**src/design/mlfg_pkg.sv**
```systemverilog
// constants, field layouts and carrier types for the motor lock and fault guard
// What this block does
// - six enable bits, one per lock detector plus no-motor, each disables its detector.
// - any enabled lock detection sets the motor locked status bit.
// - one cause flag per detector, set on detection even when that detector is disabled.
// - all cause flags clear when the motor restarts.
// - locked rotor or no motor puts every phase driver into high impedance.
// - every move to high impedance runs the surge guard sequence first.
// - after a fault tristate, wait the retry time, then restart automatically.
// - low-side current above the three-bit threshold stops drive, tristates and flags lock.
// - back-EMF from current and resistance, and from speed and constant; abnormal speed.
// - back-EMF half-cycle integral outside the selected window for persist time is lock.
// - after open-to-closed handoff, U current not above 140 mA is a no-motor fault.
// - open loop above handoff rate, no back-EMF within one electrical cycle is lock.
// - closed loop commutation period over twice the previous one is a stall lock.
// - separate enables for mechanical and inductive surge protection.
// - mechanical guard buffers speed command and clamps output to at least back-EMF.
// - mechanical guard mode 0 always active, mode 1 only once supply reaches 24 V.
// - sixteen dead times, 40 ns to 640 ns, from a four-bit field.
// - PWM runs at 25 kHz, or 50 kHz when the rate-double bit is set.
// - speed pulse output held high while locked.
package mlfg_pkg;

  localparam int unsigned CLK_HZ = 125_000_000;
  localparam int unsigned CLK_NS = 8;

  // register offsets
  localparam logic [7:0] ADDR_ENABLES = 8'h00;
  localparam logic [7:0] ADDR_LIMITS  = 8'h01;
  localparam logic [7:0] ADDR_RES     = 8'h02;
  localparam logic [7:0] ADDR_KCONST  = 8'h03;
  localparam logic [7:0] ADDR_DRIVE   = 8'h04;
  localparam logic [7:0] ADDR_STATUS  = 8'h05;
  localparam logic [7:0] ADDR_CAUSE   = 8'h06;

  // field positions
  localparam int unsigned LIM_THR_LSB  = 0;
  localparam int unsigned LIM_WIN_LSB  = 4;
  localparam int unsigned DRV_MECH_EN  = 0;
  localparam int unsigned DRV_IND_EN   = 1;
  localparam int unsigned DRV_MECH_MD  = 2;
  localparam int unsigned DRV_RATE_DBL = 3;
  localparam int unsigned DRV_DT_LSB   = 4;
  localparam int unsigned STS_LOCKED   = 0;
  localparam int unsigned STS_HIZ      = 1;

  // reset values
  localparam logic [5:0] RST_ENABLES = 6'h3f;
  localparam logic [7:0] RST_LIMITS  = 8'h07;
  localparam logic [6:0] RST_RES     = 7'h00;
  localparam logic [6:0] RST_KCONST  = 7'h00;
  localparam logic [7:0] RST_DRIVE   = 8'h03;

  // detector indices
  localparam int unsigned DET_CURRENT = 0;
  localparam int unsigned DET_SPEED   = 1;
  localparam int unsigned DET_CONST   = 2;
  localparam int unsigned DET_NOMOTOR = 3;
  localparam int unsigned DET_OLSTALL = 4;
  localparam int unsigned DET_CLSTALL = 5;
  localparam int unsigned NUM_DET     = 6;

  // analog thresholds in measurement codes
  localparam logic [11:0] NO_MOTOR_MA    = 12'h08c;
  localparam int unsigned SUPPLY_MV_FS   = 30_000;
  localparam int unsigned SURGE_MODE_MV  = 24_000;
  localparam logic [7:0]  SUPPLY_24V_CODE =
    8'((SURGE_MODE_MV * 256 + SUPPLY_MV_FS - 1) / SUPPLY_MV_FS);

  // pwm and dead time
  localparam int unsigned PWM_BASE_HZ = 25_000;
  localparam logic [12:0] PWM_PERIOD_CYC = 13'(CLK_HZ / PWM_BASE_HZ);
  localparam logic [12:0] PWM_PERIOD_DBL = 13'(CLK_HZ / (2 * PWM_BASE_HZ));
  localparam int unsigned DT_STEP_NS  = 40;
  localparam logic [6:0]  DT_STEP_CYC = 7'((DT_STEP_NS + CLK_NS - 1) / CLK_NS);

  // timing (defaults only, no figure given for these)
  localparam int unsigned PERSIST_US   = 100_000;
  localparam int unsigned PERSIST_CYC  = PERSIST_US * (CLK_HZ / 1_000_000);
  localparam int unsigned RETRY_US     = 500_000;
  localparam int unsigned RETRY_CYC    = RETRY_US * (CLK_HZ / 1_000_000);
  localparam int unsigned SURGE_NS     = 2_000;
  localparam logic [11:0] SURGE_CYC    = 12'(SURGE_NS / CLK_NS);
  localparam logic [19:0] STALL_MAX    = 20'hfffff;

  typedef enum logic [1:0] {
    ST_RUN,
    ST_SURGE,
    ST_WAIT
  } mlfg_state_e;

  typedef struct packed {
    logic [7:0]  lowside_current;
    logic [11:0] u_current_ma;
    logic [11:0] speed;
    logic [11:0] amplitude;
    logic [15:0] bemf_integral;
    logic [7:0]  supply;
  } mlfg_meas_s;

  typedef struct packed {
    logic open_loop;
    logic closed_loop;
    logic rate_over;
    logic handoff;
    logic zero_cross;
    logic ecycle_tick;
    logic commutate;
  } mlfg_evt_s;

  typedef struct packed {
    logic [2:0] high_on;
    logic [2:0] low_on;
    logic       hiz;
  } mlfg_bridge_s;

endpackage : mlfg_pkg

```
**src/design/mlfg_guard.sv**
```systemverilog
// lock detectors, fault sequencer, surge guard, dead time and pwm for the motor bridge
//
// Decided for this implementation: the strobed register port and the register addresses.
`timescale 1ns/1ps
module mlfg_guard
  import mlfg_pkg::*;
#(
  parameter int unsigned PERSIST_CYCLES = PERSIST_CYC,
  parameter int unsigned RETRY_CYCLES   = RETRY_CYC
) (
  // clock, reset, enable
  input  wire logic         i_clk,
  input  wire logic         i_rst_b,
  input  wire logic         i_ce,
  // register port
  input  wire logic [7:0]   i_addr,
  input  wire logic [7:0]   i_wdata,
  input  wire logic         i_wr,
  input  wire logic         i_rd,
  output logic      [7:0]   o_rdata,
  // motor measurements and events
  input  wire mlfg_meas_s   i_meas,
  input  wire mlfg_evt_s    i_evt,
  input  wire logic         i_restart,
  input  wire logic [7:0]   i_speed_cmd,
  input  wire logic [23:0]  i_phase_duty,
  input  wire logic         i_speed_pulse,
  // bridge and status
  output mlfg_bridge_s      o_bridge,
  output logic [7:0]        o_applied_cmd,
  output logic              o_surge_active,
  output logic              o_restart,
  output logic              o_speed_pulse_output
);

  // configuration registers
  logic [5:0]  enables_q;
  logic [7:0]  limits_q;
  logic [6:0]  res_q;
  logic [6:0]  kconst_q;
  logic [7:0]  drive_q;
  logic [7:0]  rdata_q;
  logic [5:0]  cause_q;
  logic        locked_q;
  mlfg_state_e state_q;

  wire [2:0] lock_current_threshold = limits_q[LIM_THR_LSB +: 3];
  wire [1:0] constant_window_select = limits_q[LIM_WIN_LSB +: 2];
  wire       mech_surge_guard_enable      = drive_q[DRV_MECH_EN];
  wire       inductive_surge_guard_enable = drive_q[DRV_IND_EN];
  wire       mech_surge_guard_mode        = drive_q[DRV_MECH_MD];
  wire       pwm_rate_double              = drive_q[DRV_RATE_DBL];
  wire [3:0] dead_sel                     = drive_q[DRV_DT_LSB +: 4];

  wire       running   = (state_q == ST_RUN);
  wire       wr_en     = i_ce & i_wr;

  always_ff @(posedge i_clk or negedge i_rst_b) begin
    if (!i_rst_b) begin
      enables_q <= RST_ENABLES;
      limits_q  <= RST_LIMITS;
      res_q     <= RST_RES;
      kconst_q  <= RST_KCONST;
      drive_q   <= RST_DRIVE;
    end else if (wr_en) begin
      if (i_addr == ADDR_ENABLES) enables_q <= i_wdata[5:0];
      if (i_addr == ADDR_LIMITS)  limits_q  <= i_wdata & 8'h37;
      if (i_addr == ADDR_RES)     res_q     <= i_wdata[6:0];
      if (i_addr == ADDR_KCONST)  kconst_q  <= i_wdata[6:0];
      if (i_addr == ADDR_DRIVE)   drive_q   <= i_wdata;
    end
  end

  // read mux, answered in the next cycle
  logic [7:0] rd_mux;
  always_comb begin
    case (i_addr)
      ADDR_ENABLES: rd_mux = {2'h0, enables_q};
      ADDR_LIMITS:  rd_mux = limits_q;
      ADDR_RES:     rd_mux = {1'h0, res_q};
      ADDR_KCONST:  rd_mux = {1'h0, kconst_q};
      ADDR_DRIVE:   rd_mux = drive_q;
      ADDR_STATUS:  rd_mux = {6'h0, ~running, locked_q};
      ADDR_CAUSE:   rd_mux = {2'h0, cause_q};
      default:      rd_mux = 8'h00;
    endcase
  end

  always_ff @(posedge i_clk or negedge i_rst_b) begin
    if (!i_rst_b) rdata_q <= 8'h00;
    else if (i_ce) rdata_q <= i_rd ? rd_mux : 8'h00;
  end
  assign o_rdata = rdata_q;

  // back-EMF estimates
  wire [18:0] bemf_speed_w = i_meas.speed * kconst_q;
  wire [18:0] ir_drop_w    = i_meas.u_current_ma * res_q;
  wire [12:0] bemf_speed   = bemf_speed_w[18:6];
  wire [12:0] bemf_current = {1'b0, i_meas.amplitude} + {1'b0, ir_drop_w[18:7]};
  wire [12:0] amp_twice    = {i_meas.amplitude, 1'b0};

  // detector 0: low-side current trip
  wire trip_current = i_meas.lowside_current > {lock_current_threshold, 5'h1f};

  // detector 1: back-EMF far above output amplitude
  wire speed_raw = (bemf_speed > amp_twice) & (bemf_current > amp_twice);

  // detector 2: integral outside window around programmed constant
  wire [15:0] k_ref    = {1'b0, kconst_q, 8'h00};
  wire [15:0] k_margin = k_ref >> (2'd3 - constant_window_select);
  wire [16:0] k_high   = {1'b0, k_ref} + {1'b0, k_margin};
  wire [15:0] k_low    = k_ref - k_margin;
  wire const_raw = i_evt.closed_loop &
                   (({1'b0, i_meas.bemf_integral} > k_high) | (i_meas.bemf_integral < k_low));

  // persistence filters for detectors 1 and 2
  logic [31:0] speed_cnt_q;
  logic [31:0] const_cnt_q;
  wire trip_speed = speed_cnt_q >= PERSIST_CYCLES;
  wire trip_const = const_cnt_q >= PERSIST_CYCLES;

  function automatic logic [31:0] persist_next(input logic raw, input logic [31:0] cnt);
    if (!raw) persist_next = 32'h0;
    else if (cnt >= PERSIST_CYCLES) persist_next = cnt;
    else persist_next = cnt + 32'h1;
  endfunction : persist_next

  always_ff @(posedge i_clk or negedge i_rst_b) begin
    if (!i_rst_b) begin
      speed_cnt_q <= 32'h0;
      const_cnt_q <= 32'h0;
    end else if (i_ce) begin
      speed_cnt_q <= persist_next(speed_raw & running, speed_cnt_q);
      const_cnt_q <= persist_next(const_raw & running, const_cnt_q);
    end
  end

  // detector 3: no motor after handoff
  wire trip_nomotor = i_evt.handoff & (i_meas.u_current_ma <= NO_MOTOR_MA);

  // detector 4: open-loop stall, one electrical cycle window
  logic ol_arm_q;
  logic ol_win_q;
  logic ol_seen_q;
  wire  ol_active  = i_evt.open_loop & i_evt.rate_over & running;
  wire  trip_olstall = ol_win_q & i_evt.ecycle_tick & ~ol_seen_q & ~i_evt.zero_cross;

  always_ff @(posedge i_clk or negedge i_rst_b) begin
    if (!i_rst_b) begin
      ol_arm_q  <= 1'b0;
      ol_win_q  <= 1'b0;
      ol_seen_q <= 1'b0;
    end else if (i_ce) begin
      ol_arm_q <= ol_active;
      if (!ol_active) begin
        ol_win_q  <= 1'b0;
        ol_seen_q <= 1'b0;
      end else if (!ol_arm_q) begin
        ol_win_q  <= 1'b1;
        ol_seen_q <= i_evt.zero_cross;
      end else if (ol_win_q) begin
        ol_seen_q <= ol_seen_q | i_evt.zero_cross;
        if (i_evt.ecycle_tick) ol_win_q <= 1'b0;
      end
    end
  end

  // detector 5: closed-loop stall, period over twice the previous one
  logic [19:0] comm_cnt_q;
  logic [19:0] comm_prev_q;
  wire  [20:0] prev_twice = {comm_prev_q, 1'b0};
  wire  cl_watch   = i_evt.closed_loop & running & (comm_prev_q != 20'h0);
  wire  trip_clstall = cl_watch & ({1'b0, comm_cnt_q} > prev_twice);

  always_ff @(posedge i_clk or negedge i_rst_b) begin
    if (!i_rst_b) begin
      comm_cnt_q  <= 20'h0;
      comm_prev_q <= 20'h0;
    end else if (i_ce) begin
      if (!i_evt.closed_loop || !running) begin
        comm_cnt_q  <= 20'h0;
        comm_prev_q <= 20'h0;
      end else if (i_evt.commutate) begin
        comm_prev_q <= comm_cnt_q;
        comm_cnt_q  <= 20'h0;
      end else if (comm_cnt_q != STALL_MAX) begin
        comm_cnt_q <= comm_cnt_q + 20'h1;
      end
    end
  end

  // fault combining
  wire [5:0] det_raw = {trip_clstall, trip_olstall, trip_nomotor, trip_const, trip_speed, trip_current};
  wire [5:0] det     = det_raw & {6{running}};
  wire       fault   = |(det & enables_q);

  // sequencer: run, surge guard, wait, restart
  logic [11:0] surge_cnt_q;
  logic [31:0] wait_cnt_q;
  logic        restart_q;
  wire         surge_done = (surge_cnt_q == 12'h0);
  wire         wait_done  = (wait_cnt_q >= RETRY_CYCLES);
  wire         auto_restart = (state_q == ST_WAIT) & wait_done;
  wire         restart_evt  = auto_restart | i_restart;

  always_ff @(posedge i_clk or negedge i_rst_b) begin
    if (!i_rst_b) begin
      state_q     <= ST_RUN;
      surge_cnt_q <= 12'h0;
      wait_cnt_q  <= 32'h0;
      restart_q   <= 1'b0;
    end else if (i_ce) begin
      restart_q <= auto_restart;
      case (state_q)
        ST_RUN: begin
          if (fault) begin
            state_q     <= ST_SURGE;
            surge_cnt_q <= inductive_surge_guard_enable ? SURGE_CYC : 12'h0;
          end
        end
        ST_SURGE: begin
          if (surge_done) begin
            state_q    <= ST_WAIT;
            wait_cnt_q <= 32'h0;
          end else begin
            surge_cnt_q <= surge_cnt_q - 12'h1;
          end
        end
        ST_WAIT: begin
          if (wait_done) state_q <= ST_RUN;
          else wait_cnt_q <= wait_cnt_q + 32'h1;
        end
        default: state_q <= ST_RUN;
      endcase
    end
  end
  assign o_restart = restart_q;

  // cause flags and locked status, a new detection beats the restart clear
  always_ff @(posedge i_clk or negedge i_rst_b) begin
    if (!i_rst_b) begin
      cause_q  <= 6'h00;
      locked_q <= 1'b0;
    end else if (i_ce) begin
      cause_q  <= (restart_evt ? 6'h00 : cause_q) | det;
      locked_q <= fault | (locked_q & ~restart_evt);
    end
  end

  // mechanical surge guard: buffered command clamped to back-EMF
  wire [7:0] bemf_cmd   = (bemf_speed[12:4] > 9'h0ff) ? 8'hff : bemf_speed[11:4];
  wire       mech_armed = mech_surge_guard_enable &
                          (~mech_surge_guard_mode | (i_meas.supply >= SUPPLY_24V_CODE));
  wire [7:0] clamp_cmd  = (mech_armed & (i_speed_cmd < bemf_cmd)) ? bemf_cmd : i_speed_cmd;
  logic [7:0] cmd_buf_q;

  always_ff @(posedge i_clk or negedge i_rst_b) begin
    if (!i_rst_b) cmd_buf_q <= 8'h00;
    else if (i_ce) cmd_buf_q <= clamp_cmd;
  end
  assign o_applied_cmd = cmd_buf_q;

  // pwm carrier
  logic [12:0] pwm_cnt_q;
  wire  [12:0] pwm_period = pwm_rate_double ? PWM_PERIOD_DBL : PWM_PERIOD_CYC;

  always_ff @(posedge i_clk or negedge i_rst_b) begin
    if (!i_rst_b) pwm_cnt_q <= 13'h0;
    else if (i_ce) pwm_cnt_q <= (pwm_cnt_q >= pwm_period - 13'h1) ? 13'h0 : pwm_cnt_q + 13'h1;
  end

  // dead time in cycles: (sel+1) * 40 ns
  wire [6:0] dead_cyc = 7'({3'h0, dead_sel} + 7'h1) * DT_STEP_CYC;

  logic         hiz_q;
  wire          drive_off = ~running;

  genvar ph;
  generate
    for (ph = 0; ph < 3; ph++) begin : g_phase
      wire [28:0] scaled = pwm_period * i_phase_duty[ph*8 +: 8] * cmd_buf_q;
      // duty and command are both fractions of 256, so the product drops 16 bits
      wire        want_high = pwm_cnt_q < scaled[28:16];
      logic       level_q;
      logic [6:0] dt_q;
      logic       hi_q;
      logic       lo_q;
      wire        settled = (dt_q == 7'h0);

      always_ff @(posedge i_clk or negedge i_rst_b) begin
        if (!i_rst_b) begin
          level_q <= 1'b0;
          dt_q    <= 7'h0;
        end else if (i_ce) begin
          level_q <= want_high;
          // the count down to zero costs one cycle, so load one less
          if (want_high != level_q) dt_q <= dead_cyc - 7'h1;
          else if (!settled) dt_q <= dt_q - 7'h1;
        end
      end

      always_ff @(posedge i_clk or negedge i_rst_b) begin
        if (!i_rst_b) begin
          hi_q <= 1'b0;
          lo_q <= 1'b0;
        end else if (i_ce) begin
          hi_q <= ~drive_off & settled & level_q & (want_high == level_q);
          lo_q <= (state_q == ST_SURGE) |
                  (~drive_off & settled & ~level_q & (want_high == level_q));
        end
      end
    end
  endgenerate

  always_ff @(posedge i_clk or negedge i_rst_b) begin
    if (!i_rst_b) hiz_q <= 1'b0;
    else if (i_ce) hiz_q <= (state_q == ST_WAIT);
  end
  assign o_bridge       = '{high_on: {g_phase[2].hi_q, g_phase[1].hi_q, g_phase[0].hi_q},
                            low_on:  {g_phase[2].lo_q, g_phase[1].lo_q, g_phase[0].lo_q},
                            hiz:     hiz_q};
  assign o_surge_active = (state_q == ST_SURGE) | (mech_armed & (clamp_cmd != i_speed_cmd));

  // speed pulse held high while locked
  logic spo_q;
  always_ff @(posedge i_clk or negedge i_rst_b) begin
    if (!i_rst_b) spo_q <= 1'b0;
    else if (i_ce) spo_q <= locked_q | i_speed_pulse;
  end
  assign o_speed_pulse_output = spo_q;

endmodule : mlfg_guard

```
**config.mk**
```make
export PLATFORM = sky130hd
export DESIGN_NAME = mlfg_guard
export DESIGN_NICKNAME = d
export VERILOG_FILES = /design/src/design/mlfg_pkg.sv /design/src/design/mlfg_guard.sv
export SDC_FILE = /design/constraint.sdc
export NUM_CORES = 2
export LEC_CHECK = 0
export ABC_AREA = 1
export BUFFER_PORTS_ARGS = -buffer_cell sky130_fd_sc_hd__buf_2
export CAP_MARGIN = 0
export CORE_AREA = 5 5 278 280
export DETAILED_ROUTE_END_ITERATION = 7
export DIE_AREA = 0 0 283 285
export GPL_ROUTABILITY_DRIVEN = 0
export MAX_ROUTING_LAYER = met4
export PLACE_DENSITY_LB_ADDON = 0.25
export SYNTH_ARGS = -nofsm -noshare
export SYNTH_HDL_FRONTEND = slang
export SYNTH_SLANG_ARGS = --single-unit
```
**constraint.sdc**
```tcl
create_clock -name i_clk -period 12.16 [get_ports i_clk]
set_clock_uncertainty 0.2 [all_clocks]
set_input_delay 2.432 -clock i_clk [delete_from_list [all_inputs] [get_ports i_clk]]
set_output_delay 2.432 -clock i_clk [all_outputs]
set_load 0.1 [all_outputs]
```
==> impl_metrics.toml <==
[yosys]
synthDistinctLibCells = 74
synth_edf_count = 0
yosysWarningCount = 0
synth-main-ff-cell = "dfrtp_1"
synthesis.area_um2 = 40700
synth.yosys.seq_area_share = 0.157
ys_async_sr_fraction = 1.00
avgSynthCellArea_um2 = 7.71
synthCells = 5280
ys_ff_latch = 255

[drt]
finalWirelength_um = 98600
drc_errors = 0
drt.antenna.violating_nets = 0
via_per_inst = 5.30
wire_per_inst_um = 15.4
drtPass1Iterations = 5
via_count = 34000
drt_iter0_markers = 2143

[flow_run]
maxCapViolCount = 0

[hold_path]
min_path_type = "reg2reg"

[place]
portBuffers = 155
place_inst = 6345
post_dp_cell_area_um2 = 42600
preCtsSetupSlack_ps = 57.9
dp_hpwl_um = 79400

[setup_path]
cp_common_cell = "nand2_1"
path_max_fanout = 8
cp_top_family = "adder cells"
max_stage_delay_ps = 580
critPathKind = "in2reg"
crit_path_top_delay_cell = "fa_1"
arrival_ps = 11720
cp.required_ps = 12400
endpoint_kind = "flop"
critPathBufInv = 9
startpoint_type = "input pin"

[grt]
track_usage = 0.250
grt_pass1_wl_um = 166000
grt_overflow_total = 0
grt_max_degree = 111
grt_pass1_vias = 34200
antenna_found_initial = 7

[layout]
syn2layout_area_growth_pct = 7.10
nFillCells = 6883
layout-drive-gt1-share = 0.0672
fin_area_um2 = 43600
final_cells = 6405
final_common_cell = "inv_1"
final_nets = 6514
mostFrequentLayoutCells = "1167 x inv_1, 981 x nand2_1, 527 x nor2_1"

[cts]
clkSinkCount = 255
clk_latency_ps = 550
cts.clk_slew.worst_paths_ps = 60
cts_tree = "done"
htree_levels = 1
cts_root_buf = "clkbuf_16"
cts_made_buffers = 28
clockBufferDepth = 3

[floorplan]
initial_core_util = 0.548
die_w_um = 283
die_area_um2 = 80700
fp.dieH_um = 285
row_count = 100
core_um2 = 74200
io_pins = 156

[timing]
final.period_utilization = 0.944
worst_pin_slew_ps = 1120
finalCriticalPeriod_ps = 11480
tns_ps = 0
slew_violations = 0
finalSetupViolCount = 0
setup_slack_ps = 678
hold_viol = 0
slew_headroom = 0.245
max_freq_mhz = 87.1

[run_status]
status = "completed"
-- cells in the mapped netlist, drive strengths merged (3+ instances only) --
master / number / share of area
nand3: 127 / 0.016
inv: 1174 / 0.11
a22oi: 3 / 0.00055
o211ai: 12 / 0.0023
nand2: 1006 / 0.095
nor2: 535 / 0.050
clkinv: 4 / 0.00040
or2: 22 / 0.0034
nand3b: 5 / 0.00092
a311oi: 3 / 0.00065
xnor2: 51 / 0.011
a21oi: 231 / 0.029
o22ai: 24 / 0.0037
o31ai: 33 / 0.0061
xor2: 118 / 0.025
nand4: 82 / 0.013
o21bai: 29 / 0.0054
nor4: 36 / 0.0058
fa: 490 / 0.24
a221oi: 6 / 0.0013
dfrtp: 244 / 0.15
ha: 486 / 0.15
a21boi: 10 / 0.0021
and2: 3 / 0.00046
clkbuf: 103 / 0.0096
a32o: 3 / 0.00074
nor3b: 6 / 0.0011
nor3: 97 / 0.012
a22o: 4 / 0.00086
o2111ai: 5 / 0.0011
buf: 29 / 0.0045
o21ai: 219 / 0.028
dfstp: 11 / 0.0071
a211oi: 16 / 0.0031
o221a: 3 / 0.00083
o21a: 12 / 0.0022
a31oi: 14 / 0.0022
a21o: 11 / 0.0020
-- metal layers --
metal | part of all wire | up-vias | global-route usage | wire (um)
met5 | 0 | - | - | 0
met4 | 0.027 | 0 | 0.0642 | 2650
met3 | 0.058 | 135 | 0.0271 | 5690
met2 | 0.47 | 892 | 0.414 | 46800
met1 | 0.44 | 16300 | 0.333 | 43400
li1 | - | 16700 | - | -
-- worst register-to-register path, delay by kind of cell (launching register included) --
| kind | cells | cell delay [ps] |
|---|---|---|
| flip-flops | 1 | 360 |
| XOR/XNOR | 2 | 320 |
| AND/OR/NAND/NOR | 18 | 1700 |
| AO/OA/AOI/OAI | 8 | 1490 |
| adder cells (fa/ha/maj) | 11 | 5030 |
| buffers and inverters | 9 | 1310 |
-- final cells by class --
class / instances / area (um2) / share of cell area
Antenna cell: 6 / 15.0 / 0.000345
Timing Repair Buffer: 204 / 1150 / 0.0265
Clock buffer: 37 / 806 / 0.0185
Multi-Input combinational cell: 3741 / 29400 / 0.675
Clock inverter: 15 / 135 / 0.00310
Tap cell: 969 / 1210 / 0.0278
Inverter: 1178 / 4420 / 0.102
Sequential cell: 255 / 6400 / 0.147
-- flip-flops by register name, indices dropped and copies added (netlist names), 6 cells and up --
register and flops:
kconst_q 7, speed_cnt_q 32, enables_q 6, comm_cnt_q 20, wait_cnt_q 32, surge_cnt_q 12, pwm_cnt_q 13, drive_q 8
comm_prev_q 20, res_q 7, const_cnt_q 32, o_applied_cmd 8, g_phase.dt_q 21, cause_q 6, o_rdata 8
-- cell families after synthesis --
logic type      after synthesis  synth area share
simple gates               1919             0.199
buf+inv                    1310             0.123
fa+ha+maj                   976             0.391
compound gates              646            0.0936
flops                       255             0.157
xor+xnor                    169            0.0364
mux                           3          0.000769
other cells                   2          0.000185
-- through the flow --
step	hold WS [ps]	util
after floorplan	249	-
after global placement	263	0.574
after detailed placement	263	0.574
after CTS	282	0.586
after global routing	309	0.587
final	282	0.587
-- path summary, 6_finish.rpt --
path,endpoint,from,depth (start not counted),slack [ps]
setup reg to reg,g_phase[2].dt_q[6]$_DFFE_PN0P_,drive_q[3]$_DFFE_PN0P_,48,1630
max in group asynchronous,drive_q[3]$_DFFE_PN0P_,i_rst_b,2,8430
setup / recovery,g_phase[2].dt_q[6]$_DFFE_PN0P_,i_phase_duty[20],48,680
min in group asynchronous,const_cnt_q[4]$_DFFE_PN0P_,i_rst_b,1,1710
hold / removal,drive_q[2]$_DFFE_PN0P_,drive_q[2]$_DFFE_PN0P_,2,280
hold reg to reg,drive_q[2]$_DFFE_PN0P_,drive_q[2]$_DFFE_PN0P_,2,280
-- repair_timing --
| action | CTS | global route |
|---|---|---|
| hold buffers | 0 | 0 |
| endpoints found under the setup margin | 0 | 21 |
| resized for setup | 0 | 8 |
| buffers inserted | 0 | 2 |
Power is not shown: default switching activity piles up to over one toggle a cycle in this logic, so the estimate is an artifact.
